[src/inc/irq_pkg.sv]
/*
  shared constants for the interrupt priority controller: register
  offsets, bit positions, reset values and the source numbering.
  assumes a byte-wide register file reached over classic wishbone.
*/
package irq_pkg;
  // printed offsets are not all multiples of four: index, byte address is 4x
  localparam logic [7:0] timer_ctrl_idx = 8'h88;
  localparam logic [7:0] req_flags_idx = 8'h91;
  localparam logic [7:0] enable_third_idx = 8'h9a;
  localparam logic [7:0] prio_low_idx = 8'hb8;
  localparam logic [7:0] prio_high_idx = 8'hb9;
  localparam logic [7:0] enable_zero_idx = 8'ha8;
  localparam logic [7:0] enable_one_idx = 8'he8;
  localparam logic [7:0] compare_cfg_idx = 8'hc1;
  localparam logic [7:0] vector_idx = 8'hc2;
  localparam logic [7:0] reg_reset = 8'h00;
  // first enable register fields
  localparam int global_irq_gate_bit = 7;
  // second enable register fields
  localparam int timer2_reload_irq_enable_bit = 7;
  localparam int adc_enable_bit = 5;
  localparam int mac_enable_bit = 4;
  localparam int i2c_enable_bit = 3;
  localparam int spi_receive_irq_enable_bit = 2;
  localparam int spi_transmit_empty_irq_enable_bit = 1;
  // third enable register
  localparam int second_uart_irq_enable_bit = 0;
  // request flag register fields
  localparam int timer2_reload_flag_bit = 7;
  localparam int timer2_overflow_flag_bit = 6;
  localparam int converter_request_flag_bit = 5;
  localparam int multiply_accumulate_flag_bit = 4;
  localparam int two_wire_request_flag_bit = 3;
  localparam int spi_receive_flag_bit = 2;
  localparam int spi_transmit_empty_flag_bit = 1;
  // priority register fields
  localparam int spare_storage_bit = 7;
  localparam int watchdog_overflow_status_bit = 6;
  // timer control fields
  localparam int timer_one_overflow_bit = 7;
  localparam int timer_one_run_bit = 6;
  localparam int timer_zero_overflow_bit = 5;
  localparam int timer_zero_run_bit = 4;
  localparam int external_irq_b_flag_bit = 3;
  localparam int external_irq_b_type_bit = 2;
  localparam int external_irq_a_flag_bit = 1;
  localparam int external_irq_a_type_bit = 0;
  // sources in natural order, index 0 wins ties
  localparam int num_src = 12;
  localparam int src_ext_a = 0;
  localparam int src_uart1 = 1;
  localparam int src_timer0 = 2;
  localparam int src_spi_tx = 3;
  localparam int src_ext_b = 4;
  localparam int src_spi_rx = 5;
  localparam int src_timer1 = 6;
  localparam int src_i2c = 7;
  localparam int src_uart0 = 8;
  localparam int src_mac = 9;
  localparam int src_timer2 = 10;
  localparam int src_adc = 11;
  localparam logic [3:0] no_source = 4'hf;
endpackage : irq_pkg

[src/core/irq_priority_ctrl.sv]
/*
  interrupt enable, flag, sharing and four-level priority arbitration
  for an 8051-class core. the core sees one request with a source
  number and a level; it pulses ack_i when it enters the handler and
  ret_i on return from interrupt. peripheral and compare events are
  one-cycle pulses on clk_i; the two external pins are asynchronous.
  assumes a classic wishbone master that holds its request until ack
  and leaves one idle cycle between transfers; registers sit at byte
  address four times their index, one byte per word in bits 7:0.
  assumes the core pulses ack_i only while irq_o stands, and that it
  pulses ret_i once for every handler it entered, innermost first.
  the uart sources are levels kept by the uarts themselves, so they
  have no flag here and software clears them at the uart.
*/
// Overview of operation
// - ien1 bit2 spi receive, bit1 transmit enables
// - irq_enable_third bit0 enables second uart
// - four channels shared with compare units
// - compare mode routes compare, blocks peripheral
// - takeover applies per compare unit
// - request flag register bit layout
// - reload flag set only when enabled
// - four levels, three highest, per group
// - six groups pair sources as listed
// - level is high bit, low bit
// - zero priority gives natural order
// - watchdog overflow sets sticky status bit
// - spare bit is plain storage
// - type zero low level, one falling
// - edge-mode external flag auto-clears on service
// - external flags bits 3,1; types 2,0
// - timer overflow flags, sw/hw clear
// - run bits start and stop timers
// - global gate masks all enabled interrupts
`timescale 1ns/1ps
module irq_priority_ctrl
  import irq_pkg::*;
(
  input wire logic clk_i,
  input wire logic rst_i,
  input wire logic cyc_i,
  input wire logic stb_i,
  input wire logic we_i,
  input wire logic [9:0] adr_i,
  input wire logic [3:0] sel_i,
  input wire logic [31:0] dat_i,
  output logic [31:0] dat_o,
  output logic ack_o,
  input wire logic external_irq_a_pin_i,
  input wire logic external_irq_b_pin_i,
  input wire logic timer0_ovf_i,
  input wire logic timer1_ovf_i,
  input wire logic timer2_ovf_i,
  input wire logic timer2_reload_i,
  input wire logic uart0_irq_i,
  input wire logic uart1_irq_i,
  input wire logic spi_rx_i,
  input wire logic spi_tx_i,
  input wire logic i2c_i,
  input wire logic mac_ovf_i,
  input wire logic adc_i,
  input wire logic [3:0] compare_i,
  input wire logic watchdog_ovf_i,
  input wire logic ack_i,
  input wire logic ret_i,
  output logic irq_o,
  output logic [3:0] irq_src_o,
  output logic [1:0] irq_level_o,
  output logic timer_zero_run_o,
  output logic timer_one_run_o
);
  logic [7:0] timer_and_external_irq_control_q, irq_request_flags_q, ien0_q, ien1_q, irq_enable_third_q, ip0_q, ip1_q;
  logic [7:0] compare_capture_enable_config_q;
  logic [1:0] pin_a_q, pin_b_q;
  logic pin_a_prev_q, pin_b_prev_q;
  logic [3:0] active_q;
  logic [3:0] top_src_q;
  logic [1:0] top_lvl_q;
  logic [1:0] run_lvl_q;
  logic req_q, ack_q;
  logic [num_src-1:0] pend, en;
  logic [1:0] lvl [num_src];
  logic [3:0] best_src;
  logic [1:0] best_lvl;
  logic best_any;
  logic [3:0] take_over;
  logic access, wr;
  logic [7:0] idx;
  logic [7:0] wdat;
  logic a_fall, b_fall, a_low, b_low;
  logic [3:0] srv_src;

  // bus decode: byte address is four times the register index
  assign idx = adr_i[9:2];
  assign access = cyc_i & stb_i & ~ack_q;
  assign wr = access & we_i & sel_i[0];
  assign wdat = dat_i[7:0];
  // the handler entry strobe names the source being serviced
  assign srv_src = ack_i ? top_src_q : no_source;

  // two-flop synchronisers on the external pins
  // only the second stage feeds logic, so a metastable first stage
  // never reaches the flag logic; the edge stage resets to the idle
  // high level so release of reset cannot fake a falling edge
  always_ff @(posedge clk_i) begin
    if (rst_i) begin
      pin_a_q <= 2'b11;
      pin_b_q <= 2'b11;
      pin_a_prev_q <= 1'b1;
      pin_b_prev_q <= 1'b1;
    end else begin
      pin_a_q <= {pin_a_q[0], external_irq_a_pin_i};
      pin_b_q <= {pin_b_q[0], external_irq_b_pin_i};
      pin_a_prev_q <= pin_a_q[1];
      pin_b_prev_q <= pin_b_q[1];
    end
  end

  assign a_fall = pin_a_prev_q & ~pin_a_q[1];
  assign b_fall = pin_b_prev_q & ~pin_b_q[1];
  assign a_low = ~pin_a_q[1];
  assign b_low = ~pin_b_q[1];

  // compare mode takes over; one unit per channel
  // unit k is in compare mode when its config bit 2k is set; each
  // unit steals only its own shared channel, the other three keep
  // their peripheral source and their own enable bit
  assign take_over = {compare_capture_enable_config_q[6], compare_capture_enable_config_q[4], compare_capture_enable_config_q[2], compare_capture_enable_config_q[0]};

  // timer control register; set beats clear in the same cycle
  // order matters below: software write first, then service clears,
  // then hardware sets, so an event landing with a clear is not lost
  // level-mode flags are not latched: they follow the synced pin
  always_ff @(posedge clk_i) begin
    if (rst_i) begin
      timer_and_external_irq_control_q <= reg_reset;
    end else begin
      logic [7:0] nx;
      nx = timer_and_external_irq_control_q;
      // run bits and types are software storage
      if (wr && idx == timer_ctrl_idx) nx = wdat;
      if (srv_src == 4'(src_ext_a) && timer_and_external_irq_control_q[external_irq_a_type_bit])
        nx[external_irq_a_flag_bit] = 1'b0;
      if (srv_src == 4'(src_ext_b) && timer_and_external_irq_control_q[external_irq_b_type_bit])
        nx[external_irq_b_flag_bit] = 1'b0;
      if (srv_src == 4'(src_timer0)) nx[timer_zero_overflow_bit] = 1'b0;
      if (srv_src == 4'(src_timer1)) nx[timer_one_overflow_bit] = 1'b0;
      if (timer0_ovf_i) nx[timer_zero_overflow_bit] = 1'b1;
      if (timer1_ovf_i) nx[timer_one_overflow_bit] = 1'b1;
      // level mode follows the pin, edge mode latches
      if (timer_and_external_irq_control_q[external_irq_a_type_bit]) begin
        if (a_fall) nx[external_irq_a_flag_bit] = 1'b1;
      end else begin
        nx[external_irq_a_flag_bit] = a_low;
      end
      if (timer_and_external_irq_control_q[external_irq_b_type_bit]) begin
        if (b_fall) nx[external_irq_b_flag_bit] = 1'b1;
      end else begin
        nx[external_irq_b_flag_bit] = b_low;
      end
      timer_and_external_irq_control_q <= nx;
    end
  end

  // request flags: layout, cleared by software writes
  // these flags are never cleared by service, since several events
  // share one vector and only software knows which one it handled
  // bit 0 is reserved and always reads zero
  always_ff @(posedge clk_i) begin
    if (rst_i) begin
      irq_request_flags_q <= reg_reset;
    end else begin
      logic [7:0] nx;
      nx = irq_request_flags_q;
      if (wr && idx == req_flags_idx) nx = wdat & 8'hfe;
      if (timer2_reload_i && ien1_q[timer2_reload_irq_enable_bit])
        nx[timer2_reload_flag_bit] = 1'b1;
      if (timer2_ovf_i) nx[timer2_overflow_flag_bit] = 1'b1;
      // each shared flag takes peripheral or compare event
      if (take_over[3] ? compare_i[3] : adc_i)
        nx[converter_request_flag_bit] = 1'b1;
      if (take_over[2] ? compare_i[2] : mac_ovf_i)
        nx[multiply_accumulate_flag_bit] = 1'b1;
      if (take_over[1] ? compare_i[1] : i2c_i)
        nx[two_wire_request_flag_bit] = 1'b1;
      if (take_over[0] ? compare_i[0] : spi_rx_i)
        nx[spi_receive_flag_bit] = 1'b1;
      if (spi_tx_i) nx[spi_transmit_empty_flag_bit] = 1'b1;
      irq_request_flags_q <= nx;
    end
  end

  // plain enable and compare configuration storage
  // reserved bits of ien1, irq_enable_third and ip1 are masked on write so they always read back zero
  always_ff @(posedge clk_i) begin
    if (rst_i) begin
      ien0_q <= reg_reset;
      ien1_q <= reg_reset;
      irq_enable_third_q <= reg_reset;
      ip1_q <= reg_reset;
      compare_capture_enable_config_q <= reg_reset;
    end else if (wr) begin
      if (idx == enable_zero_idx) ien0_q <= wdat;
      if (idx == enable_one_idx) ien1_q <= wdat & 8'hfe;
      if (idx == enable_third_idx) irq_enable_third_q <= wdat & 8'h01;
      if (idx == prio_high_idx) ip1_q <= wdat & 8'h3f;
      if (idx == compare_cfg_idx) compare_capture_enable_config_q <= wdat;
    end
  end

  // priority register zero: spare bit, sticky watchdog bit
  // a software clear in the overflow cycle loses to the overflow
  always_ff @(posedge clk_i) begin
    if (rst_i) begin
      ip0_q <= reg_reset;
    end else begin
      logic [7:0] nx;
      nx = ip0_q;
      if (wr && idx == prio_low_idx) nx = wdat;
      if (watchdog_ovf_i) nx[watchdog_overflow_status_bit] = 1'b1;
      ip0_q <= nx;
    end
  end

  // pending and enable per source, natural order
  // the index of each source is its natural rank, so the arbiter
  // below only needs a strict greater-than to keep ties in order
  always_comb begin
    pend = '0;
    en = '0;
    pend[src_ext_a] = timer_and_external_irq_control_q[external_irq_a_flag_bit];
    en[src_ext_a] = ien0_q[0];
    pend[src_uart1] = uart1_irq_i;
    en[src_uart1] = irq_enable_third_q[second_uart_irq_enable_bit];
    pend[src_timer0] = timer_and_external_irq_control_q[timer_zero_overflow_bit];
    en[src_timer0] = ien0_q[1];
    pend[src_spi_tx] = irq_request_flags_q[spi_transmit_empty_flag_bit];
    en[src_spi_tx] = ien1_q[spi_transmit_empty_irq_enable_bit];
    pend[src_ext_b] = timer_and_external_irq_control_q[external_irq_b_flag_bit];
    en[src_ext_b] = ien0_q[2];
    pend[src_spi_rx] = irq_request_flags_q[spi_receive_flag_bit];
    // compare mode ignores the peripheral enable
    en[src_spi_rx] = take_over[0] |
                     ien1_q[spi_receive_irq_enable_bit];
    pend[src_timer1] = timer_and_external_irq_control_q[timer_one_overflow_bit];
    en[src_timer1] = ien0_q[3];
    pend[src_i2c] = irq_request_flags_q[two_wire_request_flag_bit];
    en[src_i2c] = take_over[1] | ien1_q[i2c_enable_bit];
    pend[src_uart0] = uart0_irq_i;
    en[src_uart0] = ien0_q[4];
    pend[src_mac] = irq_request_flags_q[multiply_accumulate_flag_bit];
    en[src_mac] = take_over[2] | ien1_q[mac_enable_bit];
    pend[src_timer2] = irq_request_flags_q[timer2_overflow_flag_bit] |
                       irq_request_flags_q[timer2_reload_flag_bit];
    en[src_timer2] = ien0_q[5];
    pend[src_adc] = irq_request_flags_q[converter_request_flag_bit];
    en[src_adc] = take_over[3] | ien1_q[adc_enable_bit];
  end

  // group of each source: natural pairs share one priority bit
  // the second uart has its own case but still lands in group 0 with the
  // first external pin, the same group that pairing by index gives it
  genvar g;
  generate
    for (g = 0; g < num_src; g++) begin : g_lvl
      localparam int grp_idx = (g == src_uart1) ? 0 : (g / 2);
      // level is {high register bit, low register bit}
      assign lvl[g] = {ip1_q[grp_idx], ip0_q[grp_idx]};
    end
  endgenerate

  // highest level first, ties by natural order
  // a linear scan: twelve sources keep the path short enough, and
  // it was preferred over a tree for readability
  always_comb begin
    best_any = 1'b0;
    best_src = no_source;
    best_lvl = 2'b00;
    for (int i = 0; i < num_src; i++) begin
      if (pend[i] && en[i] && ien0_q[global_irq_gate_bit]) begin
        if (!best_any || lvl[i] > best_lvl) begin
          best_any = 1'b1;
          best_src = 4'(i);
          best_lvl = lvl[i];
        end
      end
    end
  end

  // nesting: a request is offered only above the running levels
  // one bit per level remembers which levels are in service; on
  // return the running level falls to the next lower active one
  // limitation: a core that returns out of order confuses the stack
  always_ff @(posedge clk_i) begin
    if (rst_i) begin
      active_q <= 4'h0;
      run_lvl_q <= 2'b00;
    end else begin
      if (ack_i && req_q) begin
        active_q <= active_q | 4'(1 << top_lvl_q);
        run_lvl_q <= top_lvl_q;
      end else if (ret_i) begin
        active_q <= active_q & ~4'(1 << run_lvl_q);
        run_lvl_q <= active_q[2] && run_lvl_q == 2'd3 ? 2'd2 :
                     active_q[1] && run_lvl_q >= 2'd2 ? 2'd1 : 2'd0;
      end
    end
  end

  // registered request to the core
  // the request is withheld in the ack cycle so the core never sees
  // the serviced source offered twice before its flag has cleared
  always_ff @(posedge clk_i) begin
    if (rst_i) begin
      req_q <= 1'b0;
      top_src_q <= no_source;
      top_lvl_q <= 2'b00;
    end else begin
      req_q <= best_any && !ack_i &&
               (active_q == 4'h0 || best_lvl > run_lvl_q);
      top_src_q <= best_src;
      top_lvl_q <= best_lvl;
    end
  end

  assign irq_o = req_q;
  assign irq_src_o = top_src_q;
  assign irq_level_o = top_lvl_q;
  assign timer_zero_run_o = timer_and_external_irq_control_q[timer_zero_run_bit];
  assign timer_one_run_o = timer_and_external_irq_control_q[timer_one_run_bit];

  // wishbone answer one cycle after the strobe; unmapped reads zero
  // ack blocks a second access in its own cycle, so a master that
  // holds stb through ack is answered once only
  // unmapped writes are acked and dropped, never a bus error
  always_ff @(posedge clk_i) begin
    if (rst_i) begin
      ack_q <= 1'b0;
      dat_o <= 32'h0000_0000;
    end else begin
      ack_q <= access;
      dat_o <= 32'h0000_0000;
      if (access && !we_i) begin
        case (idx)
          timer_ctrl_idx: dat_o[7:0] <= timer_and_external_irq_control_q;
          req_flags_idx: dat_o[7:0] <= irq_request_flags_q;
          enable_zero_idx: dat_o[7:0] <= ien0_q;
          enable_one_idx: dat_o[7:0] <= ien1_q;
          enable_third_idx: dat_o[7:0] <= irq_enable_third_q;
          prio_low_idx: dat_o[7:0] <= ip0_q;
          prio_high_idx: dat_o[7:0] <= ip1_q;
          compare_cfg_idx: dat_o[7:0] <= compare_capture_enable_config_q;
          vector_idx: dat_o[7:0] <= {req_q, 1'b0, top_lvl_q, top_src_q};
          default: dat_o[7:0] <= 8'h00;
        endcase
      end
    end
  end
  assign ack_o = ack_q;
endmodule : irq_priority_ctrl

[config.mk]
export PLATFORM = sky130hd
export DESIGN_NAME = irq_priority_ctrl
export DESIGN_NICKNAME = d
export VERILOG_FILES = /design/src/inc/irq_pkg.sv /design/src/core/irq_priority_ctrl.sv
export SDC_FILE = /design/constraint.sdc
export NUM_CORES = 1
export LEC_CHECK = 0
export BUFFER_PORTS_ARGS = -buffer_cell sky130_fd_sc_hd__buf_2
export CAP_MARGIN = 10
export CELL_PAD_IN_SITES_DETAIL_PLACEMENT = 1
export CELL_PAD_IN_SITES_GLOBAL_PLACEMENT = 1
export CORE_MARGIN = 2
export CORE_UTILIZATION = 39
export DETAILED_ROUTE_END_ITERATION = 8
export GPL_TIMING_DRIVEN = 1
export PLACE_DENSITY_LB_ADDON = 0.1
export SLEW_MARGIN = 15
export SYNTH_ARGS = -nofsm -noshare
export SYNTH_HDL_FRONTEND = slang
export SYNTH_SLANG_ARGS = --single-unit
[constraint.sdc]
create_clock -name clk_i -period 19.2 [get_ports clk_i]
set_clock_uncertainty 0.15 [all_clocks]
set_input_delay 2.88 -clock clk_i [delete_from_list [all_inputs] [get_ports clk_i]]
set_output_delay 2.88 -clock clk_i [all_outputs]
set_load 0.02 [all_outputs]
==> results of run 1 <==
==> routing by layer <==
| metal | wire [um] | share of wire, % | GRT usage (%) |
|---|---|---|---|
| met1 | 6410 | 44 | 29.6 |
| met2 | 7200 | 49 | 41.0 |
| met3 | 688 | 4.7 | 4.21 |
| met4 | 314 | 2.1 | 8.54 |
| met5 | 0 | 0 | 0 |
==> cell usage in the layout (no fill, tap or decap), types with 5 or more instances in the layout <==
| master | instances |
|---|---|
| a21boi_0 | 11 |
| nand3_1 | 51 |
| nand2_1 | 66 |
| ha_1 | 13 |
| buf_2 | 59 |
| conb_1 | 24 |
| nor2_1 | 45 |
| mux2i_1 | 18 |
| nand2b_1 | 6 |
| a21oi_1 | 65 |
| nor2b_1 | 5 |
| clkbuf_16 | 9 |
| inv_1 | 15 |
| and2_1 | 7 |
| or2_2 | 7 |
| o211ai_1 | 9 |
| a221oi_1 | 13 |
| o21ai_0 | 15 |
| buf_4 | 11 |
| dfxtp_1 | 81 |
| mux2_2 | 6 |
| nor3_1 | 7 |
| a22o_1 | 13 |
==> metrics by stage <==
step           worst slack (ns)  area (um2)  instances
2_1_floorplan              3.15        4690        597
3_3_place_gp               1.78        4980        760
3_5_place_dp               1.35        4980        760
4_1_cts                    1.65        5270        775
5_1_grt                   0.135        5270        775
6_report                   1.67        5270        775
==> power by group <==
| part | internal (mW) | leakage [nW] | switching (mW) | total (mW) |
|---|---|---|---|---|
| registers | 0.170 | 0.657 | 0.00210 | 0.172 |
| clock network | 0.104 | 0.138 | 0.0691 | 0.173 |
| logic | 0.00613 | 1.17 | 0.0147 | 0.0208 |
| total | 0.280 | 1.96 | 0.0859 | 0.366 |
==> registers in the layout, summed over array words and instances, names as in the netlist <==
signal / cells
ack_o: 1
active_q: 4
compare_capture_enable_config_q: 8
dat_o: 8
ien0_q: 8
ien1_q: 7
ip0_q: 8
ip1_q: 6
irq_enable_third_q: 1
irq_level_o: 2
irq_o: 1
irq_request_flags_q: 7
irq_src_o: 4
pin_a_prev_q: 1
pin_a_q: 2
pin_b_prev_q: 1
pin_b_q: 2
run_lvl_q: 2
timer_and_external_irq_control_q: 8
==> cell families (layout without fill, tap and decap cells) <==
group / Yosys count / count (layout)
adders and majority gates: 16 / 16
buffers and inverters: 66 / 101
DFF: 81 / 81
and+or+nand+nor: 221 / 221
other: 1 / 24
AOI/OAI and AO/OA: 164 / 164
muxes: 25 / 25
==> area by class of cell <==
type,count,area [um2],area share (%)
multi-input combinational,450,2740,51.9
sequential,81,1620,30.8
timing repair buffer,70,378,7.17
clock buffer,11,243,4.60
tap,143,179,3.39
inverter,16,60.1,1.14
clock inverter,4,53.8,1.02
==> worst paths after layout <==
check	to	slack (ns)	from	depth (start not counted)
worst min register to register	pin_b_q[1]	0.26	pin_b_q[0]	1
worst max register to register	irq_o	3.85	timer_and_external_irq_control_q[1]	75
worst max-delay path	irq_o	1.67	uart1_irq_i	76
worst min-delay path	pin_b_q[1]	0.26	pin_b_q[0]	1
==> worst max-delay path, delay by kind of cell <==
kind	cells	cell delay, ns
mux	5	1.65
buf+inv	3	0.37
simple gates	27	4.27
fa+ha+maj	14	4.04
compound gates	27	4.38
==> impl_results.md, run 1 <==
- Ports: 113
- Most frequent CP cell: nor2_1
- HP Class: reg -> reg
- Detailed Place HPWL: 10.6 mm
- Final ANT Viol Nets: 0
- Worst Setup Start Kind: input pin
- Drt via density: 5.77
- Critical Path RT: 19.27 ns
- Skew-Pair Late Insertion Delay: 0.35 ns
- Mapped cell area: 0.00461 mm2
- Mux contribution to synthesized area: 5.68%
- Yosys cell types: 59
- Status: complete, no violations
- CP max stage delay: 0.51 ns
- Avg Cell Area, Syn: 8.03 um2
- Share of cells above drive strength 1: 17.2%
- Clock Tree Buf Depth: 2
- RePlAce Congestion: 0.871
- Die Width: 113 um
- GR Overflow Total: 0
- Initial antenna violation count: 0
- Most common cell in the synthesized netlist: dfxtp_1
- Post-route minimum period: 17.53 ns
- Most used flip-flop cell after synthesis: dfxtp_1
- Number of setup buffers added after CTS: 0
- Die height: 113 um
- Max-Cap Viols: 0
- Detailed Routing Iterations Pass 1: 4
- Vias in the first global route: 4615
- Simple-Gate Fraction of Synth Area: 22.8%
- Syn Inst Count: 574
- DRC errors left: 0
- Htree depth: 3
- Slew Limit Headroom: 32.1%
- Top-area cell type share of the netlist area: 35.2%
- Synth area leader: dfxtp_1
- Root Buffer: clkbuf_16
- Max VDD drop: 0.0533 mV
- Number of diodes: 0
- Slew Limit Fails: 0
- Largest net degree at the start of global routing: 72
- Main combinational cell family by area after synthesis: compound AO/OA/AOI/OAI gates
- Synth Warn #: 0
- Num rows: 39
- WL per Instance: 18.9 um
- Synth Area in XOR/XNOR: 0%
- Final hold vios: 0
- Pwr per Cell Area: 69.4 mW/mm2
- Total CTS buffers: 9
- Utilization after layout: 46.0%
- Area contributors post-synth: dfxtp_1 35%, a21oi_1 7.1%, nand3_1 5.5%, nand2_1 5.4%, buf_4 4.2%
- Crit-path slowest cell: or3_1
- Post-synth EDFFs: 0
- Iteration-0 DRC Markers: 251
- Setup TNS: 0 ns
- Seq/Total Area, Yosys: 35.2%
- Synth Register Bits: 81
- Layout Nets: 712
- Critical path arrival: 17.60 ns
- Fmax: 57.1 MHz
- Reg clk slew, reported paths: 0.06 ns
- Leakage: 1.96 nW
- First-pass GRT wire length: 23.9 mm
- Effective utilization at floorplan: 40.2%
- Compound-cell area share of the yosys netlist: 24.5%
- Finish-stage setup viols: 0
- WS Path Type: in -> reg
- RSZ-0062 raised after global routing: false
- Cts hold-fix bufs: 0
- Post-CTS sizing: 0
- Area delta synth->final: 14.4%
- Hold_ws: 0.264 ns
- Post-Synth Adder-Cell Area: 4.18%
- Synth top cells by count: 81 x dfxtp_1, 66 x nand2_1, 65 x a21oi_1
- CP max FO: 11
- Tightest Pin Transition: 1.02 ns
- Total Power: 366 uW
- DR vias: 4475
- Final Cycle Share: 91.3%
- Crit path capture type: flop
- Core area: 0.0115 mm2
- Fill count: 1441
- # clock sinks: 81
- PortBufs: 59
- Synth async-reset ratio: 0%
- CTS tree: yes
- Final wirelength: 14.6 mm
- Overall Global Routing Usage: 23.7%
- Die area: 0.0127 mm2
Power figures use the tool's default switching activity.
==> run 2: changes to the inputs <==
Settings changed: CELL_PAD_IN_SITES_GLOBAL_PLACEMENT 1 to 2, CORE_UTILIZATION 39 to 32, CTS_BUF_LIST set to sky130_fd_sc_hd__clkbuf_4, CTS_CLUSTER_DIAMETER set to 120.
==> impl_results.md, run 2 (same netlist as run 1, synthesis figures left out) <==
- Crit path capture type: flop
- Cell family with most CP delay: compound AO/OA/AOI/OAI gates
- Number of diodes: 0
- Reg clk slew, reported paths: 0.13 ns
- WS Path Type: in -> reg
- PortBufs: 59
- Final hold vios: 0
- Worst setup path startpoint: uart1_irq_i
- GR Overflow Total: 0
- Pwr per Cell Area: 55.1 mW/mm2
- WP buf/inv: 2
- RSZ-0062 raised after global routing: false
- Setup TNS: 0 ns
- Status: complete, no violations
- Iteration-0 DRC Markers: 234
- Commonest cells after routing, fill and taps aside: 81 x dfxtp_1, 66 x nand2_1, 65 x a21oi_1, 59 x buf_2, 51 x nand3_1
- Tightest Pin Transition: 0.820 ns
- Hold path depth: 1
- Critical path arrival: 17.57 ns
- Detailed Place HPWL: 11.4 mm
- Die Width: 124 um
- Overall Global Routing Usage: 21.1%
- Area delta synth->final: 11.6%
- Leading cell type in the layout, fill and taps excluded: dfxtp_1
- RePlAce Congestion: 0.843
- CTS tree: yes
- Ports: 113
- GRT met3 Usage: 4.12%
- Post-route minimum period: 17.39 ns
- R2R Path End: irq_o
- Slew Limit Fails: 0
- Crit-path slowest cell: or3_1
- Effective utilization at floorplan: 32.9%
- DR vias: 4419
- Switching Fraction: 28.3%
- Num rows: 43
- Net Sw Power: 80.1 uW
- Critical Path RT: 19.38 ns
- Launch point of the worst reg-to-reg path: timer_and_external_irq_control_q[1]
- Share of cells above drive strength 1: 17.4%
- HP Class: reg -> reg
- Hold endpoint: pin_b_q[1]
- Drt via density: 5.43
- Vias in the first global route: 4540
- Max-Cap Viols: 0
- Root Buffer: clkbuf_4
- Clock Tree Buf Depth: 2
- Placed cell areas: 0.00503 mm2
- Fin area: 0.00514 mm2
- Fmax: 57.5 MHz
- Die area: 0.0154 mm2
- Cts hold-fix bufs: 0
- Initial antenna violation count: 0
- Die height: 124 um
- Leakage: 1.89 nW
- CP max stage delay: 0.50 ns
- Fill count: 1729
- Met1 GRT Util: 26.6%
- Gr busiest metal: met2
- Most frequent CP cell: nor2_1
- Int Power: 203 uW
- Slew Limit Headroom: 45.3%
- WL per Instance: 19.1 um
- Final Cycle Share: 90.6%
- Worst hold start: pin_b_q[0]
- Combinational Power Share: 7.5%
- Sequential Power Share: 60.8%
- Largest net degree at the start of global routing: 72
- Layout Nets: 713
- Post-CTS sizing: 0
- Detailed Routing Iterations Pass 1: 4
- Finish-stage setup viols: 0
- First-pass GRT wire length: 24.6 mm
- Clock share of power: 31.7%
- Total CTS buffers: 9
- R2R depth: 74
- M2 GR Usage: 36.7%
- Reg2Reg Setup Slack: 3.87 ns
- CP max FO: 6
- Max VDD drop: 0.0306 mV
- Htree depth: 3
- Final wirelength: 15.5 mm
- Worst Setup Start Kind: input pin
- Number of setup buffers added after CTS: 0
- Core area: 0.0140 mm2
- # clock sinks: 81
- Skew-Pair Late Insertion Delay: 0.45 ns
- DRC errors left: 0
- Final ANT Viol Nets: 0
[run 2: stage by stage]
stage | total power [mW] | utilization, % | hold WS, ns | std cells | setup slack, ns
after global placement | 0.197 | 36.0 | 0.240 | 798 | 1.72
after global routing | 0.298 | 36.7 | 0.312 | 814 | 0.675
after CTS | 0.289 | 36.7 | 0.281 | 814 | 1.85
after detailed placement | 0.197 | 36.0 | 0.250 | 798 | 1.37
after floorplan | 0.190 | - | 0.239 | 597 | 3.15
final | 0.283 | 36.7 | 0.279 | 814 | 1.81
[run 2: power by group through the flow]
stage          registers (mW)  logic (mW)  clock network, mW
4_1_cts                 0.172      0.0214             0.0954
2_1_floorplan           0.175      0.0152                  0
3_5_place_dp            0.176      0.0213                  0
6_report                0.172      0.0213             0.0899
5_1_grt                 0.173      0.0235              0.102
3_3_place_gp            0.176      0.0207                  0
[run 2: final cells by class]
type                       instances  area (um2)  area share [%]
inverter                          16        60.1            1.17
multi-input combinational        450        2740            53.3
timing repair buffer              71         385            7.50
clock inverter                     6        35.0           0.682
sequential                        81        1620            31.5
tap                              180         225            4.38
clock buffer                      10        75.1            1.46
[run 2: worst max-delay path by stage]
stage | end | slack [ns] | cells past startpoint
after floorplan | irq_o | 3.15 | 74
after global placement | irq_o | 1.72 | 75
after detailed placement | irq_o | 1.37 | 75
after CTS | irq_o | 1.85 | 75
after global routing | irq_o | 0.67 | 75
final | irq_o | 1.81 | 75
[run 2: layer usage]
| layer | part of all wire (%) | vias up | wire length (um) |
|---|---|---|---|
| met4 | 0.72 | 0 | 112 |
| met3 | 3.8 | 6 | 584 |
| met2 | 50 | 92 | 7790 |
| li1 | - | 2158 | - |
| met1 | 45 | 2163 | 7040 |
| met5 | 0 | - | 0 |
